[src/tcc_pkg.sv]
// Shared constants for the eight-bit timer/counter core
package tcc_pkg;

  // ----------------------------------------------------------------
  // Register offsets on the plain register port
  // ----------------------------------------------------------------
  localparam logic [2:0] TCC_OFS_CTRL = 3'h0;
  localparam logic [2:0] TCC_OFS_CNT  = 3'h1;
  localparam logic [2:0] TCC_OFS_CMP  = 3'h2;
  localparam logic [2:0] TCC_OFS_FLAG = 3'h3;
  localparam logic [2:0] TCC_OFS_MASK = 3'h4;

  // ----------------------------------------------------------------
  // Field positions in timer_control_reg and the flag/mask registers
  // ----------------------------------------------------------------
  localparam int TCC_CS_LSB  = 0;
  localparam int TCC_WGM_LSB = 3;
  localparam int TCC_COM_LSB = 5;
  localparam int TCC_FOC_BIT = 7;
  localparam int TCC_OVF_BIT = 0;
  localparam int TCC_CMP_BIT = 1;

  // ----------------------------------------------------------------
  // Count values and reset values
  // ----------------------------------------------------------------
  localparam logic [7:0] TCC_BOTTOM    = 8'h00;
  localparam logic [7:0] TCC_MAX       = 8'hFF;
  localparam logic [7:0] TCC_RST_BYTE  = 8'h00;
  localparam logic [9:0] TCC_RST_PRE   = 10'h000;

  // ----------------------------------------------------------------
  // Prescaler tap masks (divide by 8, 64, 256, 1024)
  // ----------------------------------------------------------------
  localparam logic [9:0] TCC_DIV8_MASK    = 10'h007;
  localparam logic [9:0] TCC_DIV64_MASK   = 10'h03F;
  localparam logic [9:0] TCC_DIV256_MASK  = 10'h0FF;
  localparam logic [9:0] TCC_DIV1024_MASK = 10'h3FF;

  // ----------------------------------------------------------------
  // Encodings
  // ----------------------------------------------------------------
  localparam logic [1:0] TCC_WGM_NORMAL = 2'h0;
  localparam logic [1:0] TCC_WGM_PHASE  = 2'h1;
  localparam logic [1:0] TCC_WGM_CTC    = 2'h2;
  localparam logic [1:0] TCC_WGM_FAST   = 2'h3;

  localparam logic [1:0] TCC_COM_NONE   = 2'h0;
  localparam logic [1:0] TCC_COM_TOGGLE = 2'h1;
  localparam logic [1:0] TCC_COM_CLEAR  = 2'h2;
  localparam logic [1:0] TCC_COM_SET    = 2'h3;

  localparam logic [2:0] TCC_CS_STOP     = 3'h0;
  localparam logic [2:0] TCC_CS_DIV1     = 3'h1;
  localparam logic [2:0] TCC_CS_DIV8     = 3'h2;
  localparam logic [2:0] TCC_CS_DIV64    = 3'h3;
  localparam logic [2:0] TCC_CS_DIV256   = 3'h4;
  localparam logic [2:0] TCC_CS_DIV1024  = 3'h5;
  localparam logic [2:0] TCC_CS_EXT_FALL = 3'h6;
  localparam logic [2:0] TCC_CS_EXT_RISE = 3'h7;

endpackage

[src/tcc_core.sv]
// Eight-bit timer/counter with one output compare channel
//
// Behaviour
// Count value 0x00 is the bottom of the range.
// Count value 0xFF is the maximum of the range.
// Top is 0xFF or the compare value, chosen by mode.
// Count value and compare value are eight-bit registers.
// Every request shows as a flag and has its own mask bit.
// Tick comes from prescaler or external pin; select zero stops the timer.
// Each tick clears, increments or decrements the count per mode.
// Software reads and writes the count whether ticking or not.
// A software count write beats any clear or count that cycle.
// Two waveform mode bits in the control register set the count sequence.
// Overflow flag set per mode and can raise an interrupt.
// Count equal to compare sets the compare flag on the next tick.
// Compare interrupt needs its enable bit and the global enable.
// Compare flag clears on interrupt execution or writing one.
// Output logic uses match, mode, output mode, max and bottom.
// Compare value double buffered in PWM modes, not otherwise.
// Buffered value loads into the active register at top or bottom.
// Software compare access hits buffer when buffered, else active register.
// Force strobe acts like a match on the output only, non-PWM modes.
// A count write blocks compare matches at the next tick, stopped or not.
// Output state is kept across waveform mode changes.
// Output mode bits take effect at once, unbuffered.
// Output mode zero leaves the output state alone at a match.
// Reset clears the output state.
// Nonzero output mode routes output state to the pin; direction bit stays.
// Mode 0 normal, 2 clear-on-match, 3 fast PWM.
// Mode 1 is phase-correct PWM between bottom and maximum.
// Reset clears count, compare, buffer, control, flags and masks.
//
// Implementation choices: the placing of the registers and the address-and-strobe port.
`timescale 1ns/1ps
module tcc_core
  import tcc_pkg::*;
(
  input  wire logic       core_clk,
  input  wire logic       rstn,
  input  wire logic [2:0] reg_addr,
  input  wire logic [7:0] reg_wdata,
  input  wire logic       reg_wr,
  input  wire logic       reg_rd,
  output logic      [7:0] reg_rdata,
  input  wire logic       ext_count_input,
  input  wire logic       cpu_status_gie,
  input  wire logic       irq_ack_overflow,
  input  wire logic       irq_ack_compare,
  output logic            irq_overflow,
  output logic            irq_compare,
  input  wire logic       port_data_bit,
  input  wire logic       port_dir_bit,
  output logic            compare_output_pin_o,
  output logic            compare_output_pin_oe
);

  typedef struct packed {
    logic [7:0] count_value;
    logic [7:0] compare_value;
    logic [7:0] compare_buf;
    logic [2:0] clock_select_field;
    logic [1:0] waveform_mode_field;
    logic [1:0] compare_output_mode_field;
    logic       count_down;
    logic       overflow_flag;
    logic       compare_flag;
    logic       overflow_irq_enable;
    logic       compare_irq_enable;
    logic       match_block;
    logic       compare_output;
    logic       pin_o;
    logic       pin_oe;
    logic [7:0] rdata;
  } tcc_state_t;

  tcc_state_t s_r;
  tcc_state_t s_nxt;
  logic       timer_tick;

  // ----------------------------------------------------------------
  // Helpers
  // ----------------------------------------------------------------
  function automatic logic is_pwm(input logic [1:0] wgm);
    is_pwm = (wgm == TCC_WGM_PHASE) || (wgm == TCC_WGM_FAST);
  endfunction

  // Non-PWM output action, shared by a real match and the force strobe
  function automatic logic com_action(input logic [1:0] com, input logic cur);
    case (com)
      TCC_COM_TOGGLE: com_action = ~cur;
      TCC_COM_CLEAR:  com_action = 1'b0;
      TCC_COM_SET:    com_action = 1'b1;
      default:        com_action = cur;
    endcase
  endfunction

  // ----------------------------------------------------------------
  // Tick source
  // ----------------------------------------------------------------
  tcc_tick_gen u_tick (
    .core_clk           (core_clk),
    .rstn               (rstn),
    .clock_select_field (s_r.clock_select_field),
    .ext_count_input    (ext_count_input),
    .timer_tick         (timer_tick)
  );

  logic at_bottom;
  logic at_max;
  logic match;
  logic eff_match;
  logic wr_ctrl;
  logic wr_cnt;
  logic wr_cmp;
  logic wr_flag;
  logic wr_mask;

  assign at_bottom = s_r.count_value == TCC_BOTTOM;
  assign at_max    = s_r.count_value == TCC_MAX;
  assign match     = s_r.count_value == s_r.compare_value;
  assign eff_match = timer_tick && match && !s_r.match_block;
  assign wr_ctrl   = reg_wr && (reg_addr == TCC_OFS_CTRL);
  assign wr_cnt    = reg_wr && (reg_addr == TCC_OFS_CNT);
  assign wr_cmp    = reg_wr && (reg_addr == TCC_OFS_CMP);
  assign wr_flag   = reg_wr && (reg_addr == TCC_OFS_FLAG);
  assign wr_mask   = reg_wr && (reg_addr == TCC_OFS_MASK);

  // ----------------------------------------------------------------
  // Next state
  // ----------------------------------------------------------------
  always_comb begin
    logic ovf_set;
    logic cmp_set;
    logic [1:0] wgm;
    logic [1:0] com;
    ovf_set = 1'b0;
    cmp_set = 1'b0;
    s_nxt   = s_r;
    wgm     = s_r.waveform_mode_field;
    com     = s_r.compare_output_mode_field;
    // Counting sequence
    if (timer_tick) begin
      case (wgm)
        TCC_WGM_CTC: begin
          // Top is the compare value here; 0xFF wraps only on a missed match
          if (match) begin
            s_nxt.count_value = TCC_BOTTOM;
          end else begin
            s_nxt.count_value = s_r.count_value + 8'h01;
          end
          ovf_set = at_max;
        end
        TCC_WGM_PHASE: begin
          if (s_r.count_down) begin
            if (at_bottom) begin
              s_nxt.count_down  = 1'b0;
              s_nxt.count_value = s_r.count_value + 8'h01;
              ovf_set           = 1'b1;
            end else begin
              s_nxt.count_value = s_r.count_value - 8'h01;
            end
          end else if (at_max) begin
            s_nxt.count_down  = 1'b1;
            s_nxt.count_value = s_r.count_value - 8'h01;
          end else begin
            s_nxt.count_value = s_r.count_value + 8'h01;
          end
        end
        default: begin
          s_nxt.count_value = s_r.count_value + 8'h01;
          ovf_set           = at_max;
        end
      endcase
      s_nxt.match_block = 1'b0;
      cmp_set           = eff_match;
    end
    // Buffered compare reaches the active register on the tick at max only, in both PWM modes
    if (is_pwm(wgm) && timer_tick && at_max) begin
      s_nxt.compare_value = s_r.compare_buf;
    end
    // Output state; output mode read live each cycle
    if (eff_match && com != TCC_COM_NONE) begin
      case (wgm)
        TCC_WGM_FAST: begin
          // Output mode one is reserved in PWM: leave the state alone
          if (com[1]) begin
            s_nxt.compare_output = (com == TCC_COM_SET);
          end
        end
        TCC_WGM_PHASE: begin
          if (com == TCC_COM_SET || com == TCC_COM_CLEAR) begin
            s_nxt.compare_output = (com == TCC_COM_SET) ^ s_r.count_down;
          end
        end
        default: s_nxt.compare_output = com_action(com, s_r.compare_output);
      endcase
    end
    // Bottom restores the fast PWM level; it wins over a match at max
    if (wgm == TCC_WGM_FAST && timer_tick && at_max && com[1]) begin
      s_nxt.compare_output = (com == TCC_COM_CLEAR);
    end
    // Software writes come last so they win over the tick
    if (wr_ctrl) begin
      s_nxt.clock_select_field        = reg_wdata[TCC_CS_LSB +: 3];
      s_nxt.waveform_mode_field       = reg_wdata[TCC_WGM_LSB +: 2];
      s_nxt.compare_output_mode_field = reg_wdata[TCC_COM_LSB +: 2];
      // Force obeys the mode written beside it, not the old one
      if (reg_wdata[TCC_FOC_BIT] && !is_pwm(reg_wdata[TCC_WGM_LSB +: 2])) begin
        s_nxt.compare_output = com_action(reg_wdata[TCC_COM_LSB +: 2], s_r.compare_output);
      end
    end
    if (wr_cnt) begin
      s_nxt.count_value = reg_wdata;
      s_nxt.match_block = 1'b1;
    end
    if (wr_cmp) begin
      s_nxt.compare_buf = reg_wdata;
      if (!is_pwm(wgm)) begin
        s_nxt.compare_value = reg_wdata;
      end
    end
    if (wr_mask) begin
      s_nxt.overflow_irq_enable = reg_wdata[TCC_OVF_BIT];
      s_nxt.compare_irq_enable  = reg_wdata[TCC_CMP_BIT];
    end
    // Flags: a set in the clearing cycle survives
    s_nxt.overflow_flag = (s_r.overflow_flag & ~((wr_flag & reg_wdata[TCC_OVF_BIT]) | irq_ack_overflow))
                          | ovf_set;
    s_nxt.compare_flag  = (s_r.compare_flag & ~((wr_flag & reg_wdata[TCC_CMP_BIT]) | irq_ack_compare))
                          | cmp_set;
    // Read data appears the cycle after the strobe only
    s_nxt.rdata = TCC_RST_BYTE;
    if (reg_rd) begin
      case (reg_addr)
        TCC_OFS_CTRL: s_nxt.rdata = {1'b0, s_r.compare_output_mode_field,
                                     s_r.waveform_mode_field, s_r.clock_select_field};
        TCC_OFS_CNT:  s_nxt.rdata = s_r.count_value;
        TCC_OFS_CMP:  s_nxt.rdata = is_pwm(wgm) ? s_r.compare_buf : s_r.compare_value;
        TCC_OFS_FLAG: s_nxt.rdata = {6'h00, s_r.compare_flag, s_r.overflow_flag};
        TCC_OFS_MASK: s_nxt.rdata = {6'h00, s_r.compare_irq_enable, s_r.overflow_irq_enable};
        default:      s_nxt.rdata = TCC_RST_BYTE;
      endcase
    end
    // Pin override; direction stays with the port
    s_nxt.pin_o  = (s_nxt.compare_output_mode_field != TCC_COM_NONE) ? s_nxt.compare_output
                   : port_data_bit;
    s_nxt.pin_oe = port_dir_bit;
  end

  always_ff @(posedge core_clk or negedge rstn) begin
    if (!rstn) begin
      s_r <= '0;
    end else begin
      s_r <= s_nxt;
    end
  end

  assign reg_rdata             = s_r.rdata;
  assign irq_overflow          = s_r.overflow_flag & s_r.overflow_irq_enable & cpu_status_gie;
  assign irq_compare           = s_r.compare_flag & s_r.compare_irq_enable & cpu_status_gie;
  assign compare_output_pin_o  = s_r.pin_o;
  assign compare_output_pin_oe = s_r.pin_oe;
endmodule

[src/tcc_tick_gen.sv]
// Clock select: prescaler and synchronised external count input
`timescale 1ns/1ps
module tcc_tick_gen
  import tcc_pkg::*;
(
  input  wire logic       core_clk,
  input  wire logic       rstn,
  input  wire logic [2:0] clock_select_field,
  input  wire logic       ext_count_input,
  output logic            timer_tick
);

  typedef struct packed {
    logic [9:0] pre;
    logic       sync1;
    logic       sync2;
    logic       prev;
    logic       tick;
  } tcc_tick_state_t;

  tcc_tick_state_t s_r;
  tcc_tick_state_t s_nxt;

  // ----------------------------------------------------------------
  // Tick selection
  // ----------------------------------------------------------------
  always_comb begin
    s_nxt       = s_r;
    s_nxt.pre   = s_r.pre + 10'h001;
    s_nxt.sync1 = ext_count_input;
    s_nxt.sync2 = s_r.sync1;
    s_nxt.prev  = s_r.sync2;
    case (clock_select_field)
      TCC_CS_STOP:     s_nxt.tick = 1'b0;
      TCC_CS_DIV1:     s_nxt.tick = 1'b1;
      TCC_CS_DIV8:     s_nxt.tick = (s_r.pre & TCC_DIV8_MASK) == TCC_RST_PRE;
      TCC_CS_DIV64:    s_nxt.tick = (s_r.pre & TCC_DIV64_MASK) == TCC_RST_PRE;
      TCC_CS_DIV256:   s_nxt.tick = (s_r.pre & TCC_DIV256_MASK) == TCC_RST_PRE;
      TCC_CS_DIV1024:  s_nxt.tick = (s_r.pre & TCC_DIV1024_MASK) == TCC_RST_PRE;
      // Edge seen on the second stage only, never on the first
      TCC_CS_EXT_FALL: s_nxt.tick = s_r.prev & ~s_r.sync2;
      TCC_CS_EXT_RISE: s_nxt.tick = ~s_r.prev & s_r.sync2;
      default:         s_nxt.tick = 1'b0;
    endcase
  end

  always_ff @(posedge core_clk or negedge rstn) begin
    if (!rstn) begin
      s_r <= '0;
    end else begin
      s_r <= s_nxt;
    end
  end

  assign timer_tick = s_r.tick;

endmodule

[config.mk]
export PLATFORM = sky130hd
export DESIGN_NAME = tcc_core
export DESIGN_NICKNAME = d
export VERILOG_FILES = /design/src/tcc_pkg.sv /design/src/tcc_core.sv /design/src/tcc_tick_gen.sv
export SDC_FILE = /design/constraint.sdc
export NUM_CORES = 1
export LEC_CHECK = 0
export BUFFER_PORTS_ARGS = -buffer_cell sky130_fd_sc_hd__buf_2
export CAP_MARGIN = 10
export CORE_MARGIN = 2
export CORE_UTILIZATION = 30
export DETAILED_ROUTE_END_ITERATION = 6
export PLACE_DENSITY = 0.49
export SETUP_SLACK_MARGIN = 0.3
export SLEW_MARGIN = 10
export SYNTH_ARGS = -nofsm -noshare
export SYNTH_HDL_FRONTEND = slang
export SYNTH_HIERARCHICAL = 1
export SYNTH_SLANG_ARGS = --single-unit
[constraint.sdc]
create_clock -name core_clk -period 3.13 [get_ports core_clk]
set_clock_uncertainty 0.05 [all_clocks]
set_input_delay 0.4695 -clock core_clk [delete_from_list [all_inputs] [get_ports core_clk]]
set_output_delay 0.4695 -clock core_clk [all_outputs]
set_load 0.005 [all_outputs]
==> summary.md, run 1 <==
| Metric | Value |
|---|---|
| Status | `complete, no violations` |
| CTS tree | `yes` |
| H-tree depth | `3` |
| Drt drc | `0` |
| Post-synthesis sequential area ratio | `40.98%` |
| Congestion Overflow GR | `0` |
| Total GRT Usage | `15.98%` |
| Mapped Avg Cell Area | `9.658 µm²` |
| WS Path Type | `register to register` |
| Post CTS Setup Buffer Count | `0` |
| Gpl congestion | `0.8625` |
| Synth area leader | `dfrtp_1` |
| Worst EP required | `3.30 ns` |
| Initial DRC Count | `153` |
| Clock transition at path regs | `0.06 ns` |
| Clock buffer depth | `2` |
| Routed len/inst | `17.04 µm` |
| Initial Util | `30.37%` |
| # clock sinks | `62` |
| Share of cells above drive strength 1 | `23.61%` |
| Post-cts resize count | `0` |
| Fmax | `0.4190 GHz` |
| Max-Slew Margin vs Limit | `53.18%` |
| I/O pins | `33` |
| Synthesized area | `3786 µm²` |
| Met3 wire len | `401 µm` |
| Latest clock arrival within the worst-skew pair | `0.34 ns` |
| Min-delay worst type | `primary input to asynchronous set/reset pin` |
| Critical Path End Type | `register` |
| Slew Limit Fails | `0` |
| P&R area growth vs syn | `15.96%` |
| PwrDens | `782.6 nW/µm²` |
| Max VDD drop | `0.0002616 V` |
| Width of the die | `116.3 µm` |
| Most frequent cells in the layout | `dfrtp_1, nand2_1, buf_2` |
| Area contributors post-synth | `dfrtp_1, mux2_2, nand2_1, o21ai_0, xnor2_1` |
| Multi-input gate area | `2001 µm²` |
| Routed length on met2 | `4769 µm` |
| Final WL | `10000 µm` |
| Final #Nets | `439` |
| Worst Path Arrival | `2.56 ns` |
| Reg area | `1551 µm²` |
| Buf+Inv Stages, Crit Path | `1` |
| Core Region | `12470 µm²` |
| Chip height | `116.3 µm` |
| Worst-Margin Slew | `0.7023 ns` |
| Crit path max-delay family | `multiplexers` |
| Max cap viols | `0` |
| Hpwl dp | `7321 µm` |
| Setup violators final | `0` |
| WL met1 | `4687 µm` |
| Hold Fails Final Rpt | `0` |
| Most common cell after layout, fill and taps aside | `dfrtp_1` |
| RSZ-0062 raised after global routing | `false` |
| Antenna cells | `0` |
| FP Rows | `41` |
| Post-synth EDFFs | `0` |
| Top sig layer | `met4` |
| TritonRoute pass-1 iters | `4` |
| Worst path cell trace | `inv_1, ha_1, nor2_1, mux2_1, mux4_2, nand2b_1, a21boi_0` |
| Power Total | `3436 µW` |
| Slowest CP cell | `ha_1` |
| CTS buffer count | `9` |
| Vias in the first global route | `3004` |
| Final antenna-violating net count | `0` |
| Post-synth top flop | `dfrtp_1` |
| Clock period minus worst slack | `2.387 ns` |
| Largest net degree at the start of global routing | `29` |
| Worst setup SP type | `register` |
| CTS Hold Bufs | `0` |
| FILL cells | `1247` |
| Initial antenna violation count | `0` |
| Setup TNS | `0 ns` |
| CP peak stage delay | `0.53 ns` |
| Post-synth ARST share | `100.0%` |
| Post-synth top area share | `40.98%` |
| CP max FO | `17` |
| #FFs+latches synth | `62` |
| Vias/cell | `4.968` |
| Full die area | `13540 µm²` |
| Synth Instances | `392` |
| First-pass GRT wire length | `16230 µm` |
| Tcrit/Tclk final | `76.25%` |
| Clk root buf | `clkbuf_16` |
| Yosys warns | `6` |
| Synthesized Nets | `421` |
| Pleak | `0.001813 µW` |
| Library cells used by synthesis | `67` |
| Vias | `2916` |
| # port buffers | `32` |
-- final timing paths --
| path | startpoint | end | slack, ns | depth (start not counted) |
|---|---|---|---|---|
| worst min-delay path | rstn | compare_output_pin_oe | 0.12 | 1 |
| min in group core_clk | ext_count_input | u_tick/s_nxt[2] | 0.18 | 1 |
| max in group asynchronous | rstn | reg_rdata[2] | 2.13 | 2 |
| worst max-delay path | s_r[20] | reg_rdata[1] | 0.74 | 7 |
| worst max register to register | s_r[20] | reg_rdata[1] | 0.74 | 7 |
| worst min register to register | u_tick/s_nxt[2] | u_tick/s_nxt[1] | 0.30 | 0 |
-- flip-flops by register name, summed over array words and instances, names as in the netlist --
signal and cells:
u_tick/timer_tick 1, compare_output_pin_oe 1, s_r 38, compare_output_pin_o 1, u_tick/s_r 11, u_tick/s_nxt 2
reg_rdata 8
-- power by group --
group,total [µW],internal (µW),switching [µW]
clock,1170,781,392
combinational,1020,492,524
sequential,1250,972,274
-- worst register-to-register path: cells and delay by family, from the launching register on --
| family | cells | cell delay (ns) |
|---|---|---|
| multiplexers | 2 | 0.82 |
| adder cells (fa/ha/maj) | 1 | 0.53 |
| flip-flops | 1 | 0.41 |
| AND/OR/NAND/NOR | 2 | 0.29 |
| buffers and inverters | 1 | 0.10 |
| AO/OA/AOI/OAI | 1 | 0.07 |
-- cell families after synthesis --
family	Yosys count	synth area share [%]
and+or+nand+nor	131	19.33
AOI/OAI and AO/OA	86	14.87
DFF	62	40.98
buffers and inverters	48	6.345
muxes	36	10.97
xor gates and xnor gates	21	4.858
adders and majority gates	8	2.644
-- synthesized netlist by cell type (all sizes together), types with 7 or more instances --
| library cell | count |
|---|---|
| a21oi | 14 |
| buf | 20 |
| clkbuf | 13 |
| dfrtp | 62 |
| ha | 8 |
| inv | 15 |
| mux2 | 24 |
| mux2i | 10 |
| nand2 | 39 |
| nand3 | 19 |
| nor2 | 19 |
| o21ai | 32 |
| xnor2 | 14 |
| xor2 | 7 |
-- final cells by class --
type / instances / area share [%]
flip-flops and latches: 62 / 35.34
clock buffers: 9 / 5.130
inverters: 15 / 1.282
clock inverters: 7 / 2.764
well taps: 172 / 4.902
repair buffers: 40 / 5.016
multi-input cells: 282 / 45.57
-- stage by stage --
step	hold WS, ns	utilization [%]	worst slack (ns)	std cells	area (µm²)
after CTS	0.1455	35.22	0.7473	587	4390
after global placement	0.2835	32.44	0.7450	571	4044
final	0.1214	35.22	0.7435	587	4390
after detailed placement	0.2856	32.44	0.7713	571	4044
after floorplan	0.1239	-	1.007	392	3786
after global routing	0.1724	35.22	0.5401	587	4390
-- routing by layer --
layer | global-route usage, % | vias up
met1 | 20.48 | 1411
met2 | 26.98 | 61
met4 | 5.952 | 0
met5 | 0 | -
li1 | - | 1433
met3 | 2.854 | 11
(Power assumes the default switching activity.)
==> run 2: changes to the inputs <==
--- a/config.mk
+++ b/config.mk
@@ -10,7 +10,7 @@
 export CORE_MARGIN = 2
 export CORE_UTILIZATION = 30
 export DETAILED_ROUTE_END_ITERATION = 6
-export PLACE_DENSITY = 0.49
+export PLACE_DENSITY = 0.5
 export SETUP_SLACK_MARGIN = 0.3
 export SLEW_MARGIN = 10
 export SYNTH_ARGS = -nofsm -noshare
==> constraint.sdc (replaced) <==
create_clock -name core_clk -period 1.9 [get_ports core_clk]
set_clock_uncertainty 0.05 [all_clocks]
set_input_delay 0.285 -clock core_clk [delete_from_list [all_inputs] [get_ports core_clk]]
set_output_delay 0.285 -clock core_clk [all_outputs]
set_load 0.005 [all_outputs]
==> summary.md, run 2 (same netlist as run 1, synthesis figures left out) <==
| Metric | Value |
|---|---|
| Max reg flops | `38 (unchanged)` |
| P_sw | `2310 µW (was 1191 µW)` |
| PwrDens | `1224 nW/µm² (was 782.6 nW/µm²)` |
| Failing checks | `setup timing` |
| H-tree depth | `3 (unchanged)` |
| HP Start | `port_data_bit` |
| Final WL | `11230 µm (was 10000 µm)` |
| Final antenna-violating net count | `0 (unchanged)` |
| Multi-input gate area | `2263 µm² (was 2001 µm²)` |
| FILL cells | `1184 (was 1247)` |
| Initial Util | `30.37% (unchanged)` |
| Clock period minus worst slack | `2.033 ns (was 2.387 ns)` |
| Placed Cells | `635 (was 571)` |
| Most frequent cells in the layout | `buf_4, dfrtp_1, nand2_1 (was dfrtp_1, nand2_1, buf_2)` |
| CTS tree | `yes (unchanged)` |
| Sw Share | `35.35% (was 34.65%)` |
| TritonRoute pass-1 iters | `4 (unchanged)` |
| Vias/cell | `4.949 (was 4.968)` |
| Initial DRC Count | `162 (was 153)` |
| I/O pins | `33 (unchanged)` |
| WS Path Type | `register to register (unchanged)` |
| Max cap viols | `0 (unchanged)` |
| Initial antenna violation count | `0 (unchanged)` |
| Full die area | `13540 µm² (unchanged)` |
| R2r startpoint | `s_r[19] (was s_r[20])` |
| Pint | `4225 µW (was 2245 µW)` |
| Worst hold path depth | `2` |
| Setup violators final | `10 (was 0)` |
| Fin worst setup slack | `-0.1328 ns (was 0.7435 ns)` |
| Largest net degree at the start of global routing | `24 (was 29)` |
| Clock network fraction of design power | `24.3% (was 34.2%)` |
| Worst EP required | `2.06 ns (was 3.30 ns)` |
| Min Hold Slack | `0.1633 ns (was 0.1214 ns)` |
| R2R depth | `7 (unchanged)` |
| Non-Filler Instances | `666 (was 587)` |
| Width of the die | `116.3 µm (unchanged)` |
| CTS buffer count | `9 (unchanged)` |
| Min-delay worst type | `primary input to register (was primary input to asynchronous set/reset pin)` |
| P&R area growth vs syn | `41.04% (was 15.96%)` |
| Critical Path End Type | `register (unchanged)` |
| Clk root buf | `clkbuf_16 (unchanged)` |
| Hold Fails Final Rpt | `0 (unchanged)` |
| Placed Area | `4637 µm² (was 4044 µm²)` |
| Final #Nets | `520 (was 439)` |
| Fin area | `5340 µm² (was 4390 µm²)` |
| Seq pwr share | `29.9% (was 36.3%)` |
| Clock transition at path regs | `0.06 ns (about the same)` |
| Antenna cells | `0 (unchanged)` |
| Max VDD drop | `0.0004993 V (was 0.0002616 V)` |
| Hpwl dp | `8347 µm (was 7321 µm)` |
| RSZ-0062 raised after global routing | `true (was false)` |
| Reg2Reg Setup Slack | `-0.13 ns (was 0.74 ns)` |
| Critical register-to-register path endpoint | `compare_output_pin_o (was reg_rdata[1])` |
| Pleak | `0.002279 µW (was 0.001813 µW)` |
| Routed len/inst | `16.87 µm (was 17.04 µm)` |
| Vias | `3296 (was 2916)` |
| Fmax | `0.4919 GHz (was 0.4190 GHz)` |
| Clock buffer depth | `2 (unchanged)` |
| Reg area | `1555 µm² (was 1551 µm²)` |
| Tcrit/Tclk final | `107.0% (was 76.25%)` |
| Most common cell after layout, fill and taps aside | `buf_4 (was dfrtp_1)` |
| CP max FO | `5 (was 17)` |
| Drt drc | `0 (unchanged)` |
| Chip height | `116.3 µm (unchanged)` |
| Max-Slew Margin vs Limit | `60.74% (was 53.18%)` |
| Vias in the first global route | `3341 (was 3004)` |
| Congestion Overflow GR | `0 (unchanged)` |
| Gpl congestion | `0.9398 (was 0.8625)` |
| Worst-Margin Slew | `0.5890 ns (was 0.7023 ns)` |
| First-pass GRT wire length | `17750 µm (was 16230 µm)` |
| Core Region | `12470 µm² (unchanged)` |
| Slew Limit Fails | `0 (unchanged)` |
| # clock sinks | `62 (unchanged)` |
| # port buffers | `32 (unchanged)` |
| Worst Hold Endpoint | `compare_output_pin_o` |
| Share of cells above drive strength 1 | `43.93% (was 23.61%)` |
| Latest clock arrival within the worst-skew pair | `0.33 ns (was 0.34 ns)` |
| Total GRT Usage | `17.70% (was 15.98%)` |
| Combinational group share of total power | `45.8% (was 29.6%)` |
| FP Rows | `41 (unchanged)` |
| Most flop-heavy register | `s_r (unchanged)` |
| Worst Path Arrival | `2.19 ns (was 2.56 ns)` |
| Status | `complete, but fails checks (was complete, no violations)` |
| Worst setup SP type | `register (unchanged)` |
-- run 2: cell types whose count changed in the layout (fill, tap and decap cells not counted), sizes merged --
cell         change
dlygate4sd3      +3
buf             +78
clkinvlp         +1
bufinv           -2
inv              -1
-- run 2: layout make-up --
cell class | instances | area share, %
well taps | 172 | 4.030
clock inverters | 5 | 0.9841
multi-input cells | 282 | 42.39
clock buffers | 9 | 4.217
repair buffers | 121 | 18.11
flip-flops and latches | 62 | 29.12
inverters | 15 | 1.148
-- run 2: per-stage QoR --
step | setup TNS (ns) | power (µW) | utilization (%) | setup slack, ns
5_1_grt | -1.869 | 6929 | 42.84 | -0.2183
3_3_place_gp | -1.546 | 4367 | 37.20 | -0.2612
4_1_cts | -0.4567 | 6335 | 41.46 | -0.09263
3_5_place_dp | -1.607 | 4373 | 37.20 | -0.2163
2_1_floorplan | -0.4662 | 3361 | - | -0.1120
6_report | -0.5173 | 6536 | 42.84 | -0.1328
-- run 2: routing by layer --
layer	global-route usage, %	wire, µm	vias up
li1	-	-	1596
met1	22.60	5065	1624
met2	28.95	5444	60
met3	4.307	486	16
met4	6.984	238	0
met5	0	0	-
-- run 2: power groups by stage --
stage               combinational [µW]  sequential, µW  clock (µW)
detailed placement                2450            1920           0
finish                            2990            1950        1590
global route                      3250            1990        1690
global placement                  2450            1920           0
floorplan                         1540            1820           0
CTS                               2760            1940        1630
-- run 2: worst max-delay path by stage --
stage,from,endpoint,slack (ns),cells after the start
global placement,s_r[40],s_r[42],-0.26,9
CTS,s_r[20],compare_output_pin_o,-0.09,8
global route,s_r[20],compare_output_pin_o,-0.22,8
floorplan,s_r[20],compare_output_pin_o,-0.11,9
detailed placement,s_r[40],s_r[42],-0.22,9
finish,s_r[19],compare_output_pin_o,-0.13,7
-- run 2: timing repair --
| item | CTS | global route |
|---|---|---|
| hold buffers | 3 | 0 |
| endpoints found under the hold margin | 23 | 0 |
| buffers inserted | 6 | 8 |
| pin swaps | 11 | 9 |
| gates resized for setup | 48 | 28 |
| endpoints found under the setup margin | 28 | 28 |
-- run 2: critical path, cell delays in order, from the launching register on --
cell	delay, ns
dfrtp_1	0.44
ha_4	0.21
or3b_4	0.37
a21oi_2	0.14
a21oi_2	0.08
nor4b_4	0.26
nor3_2	0.08
mux2_2	0.27
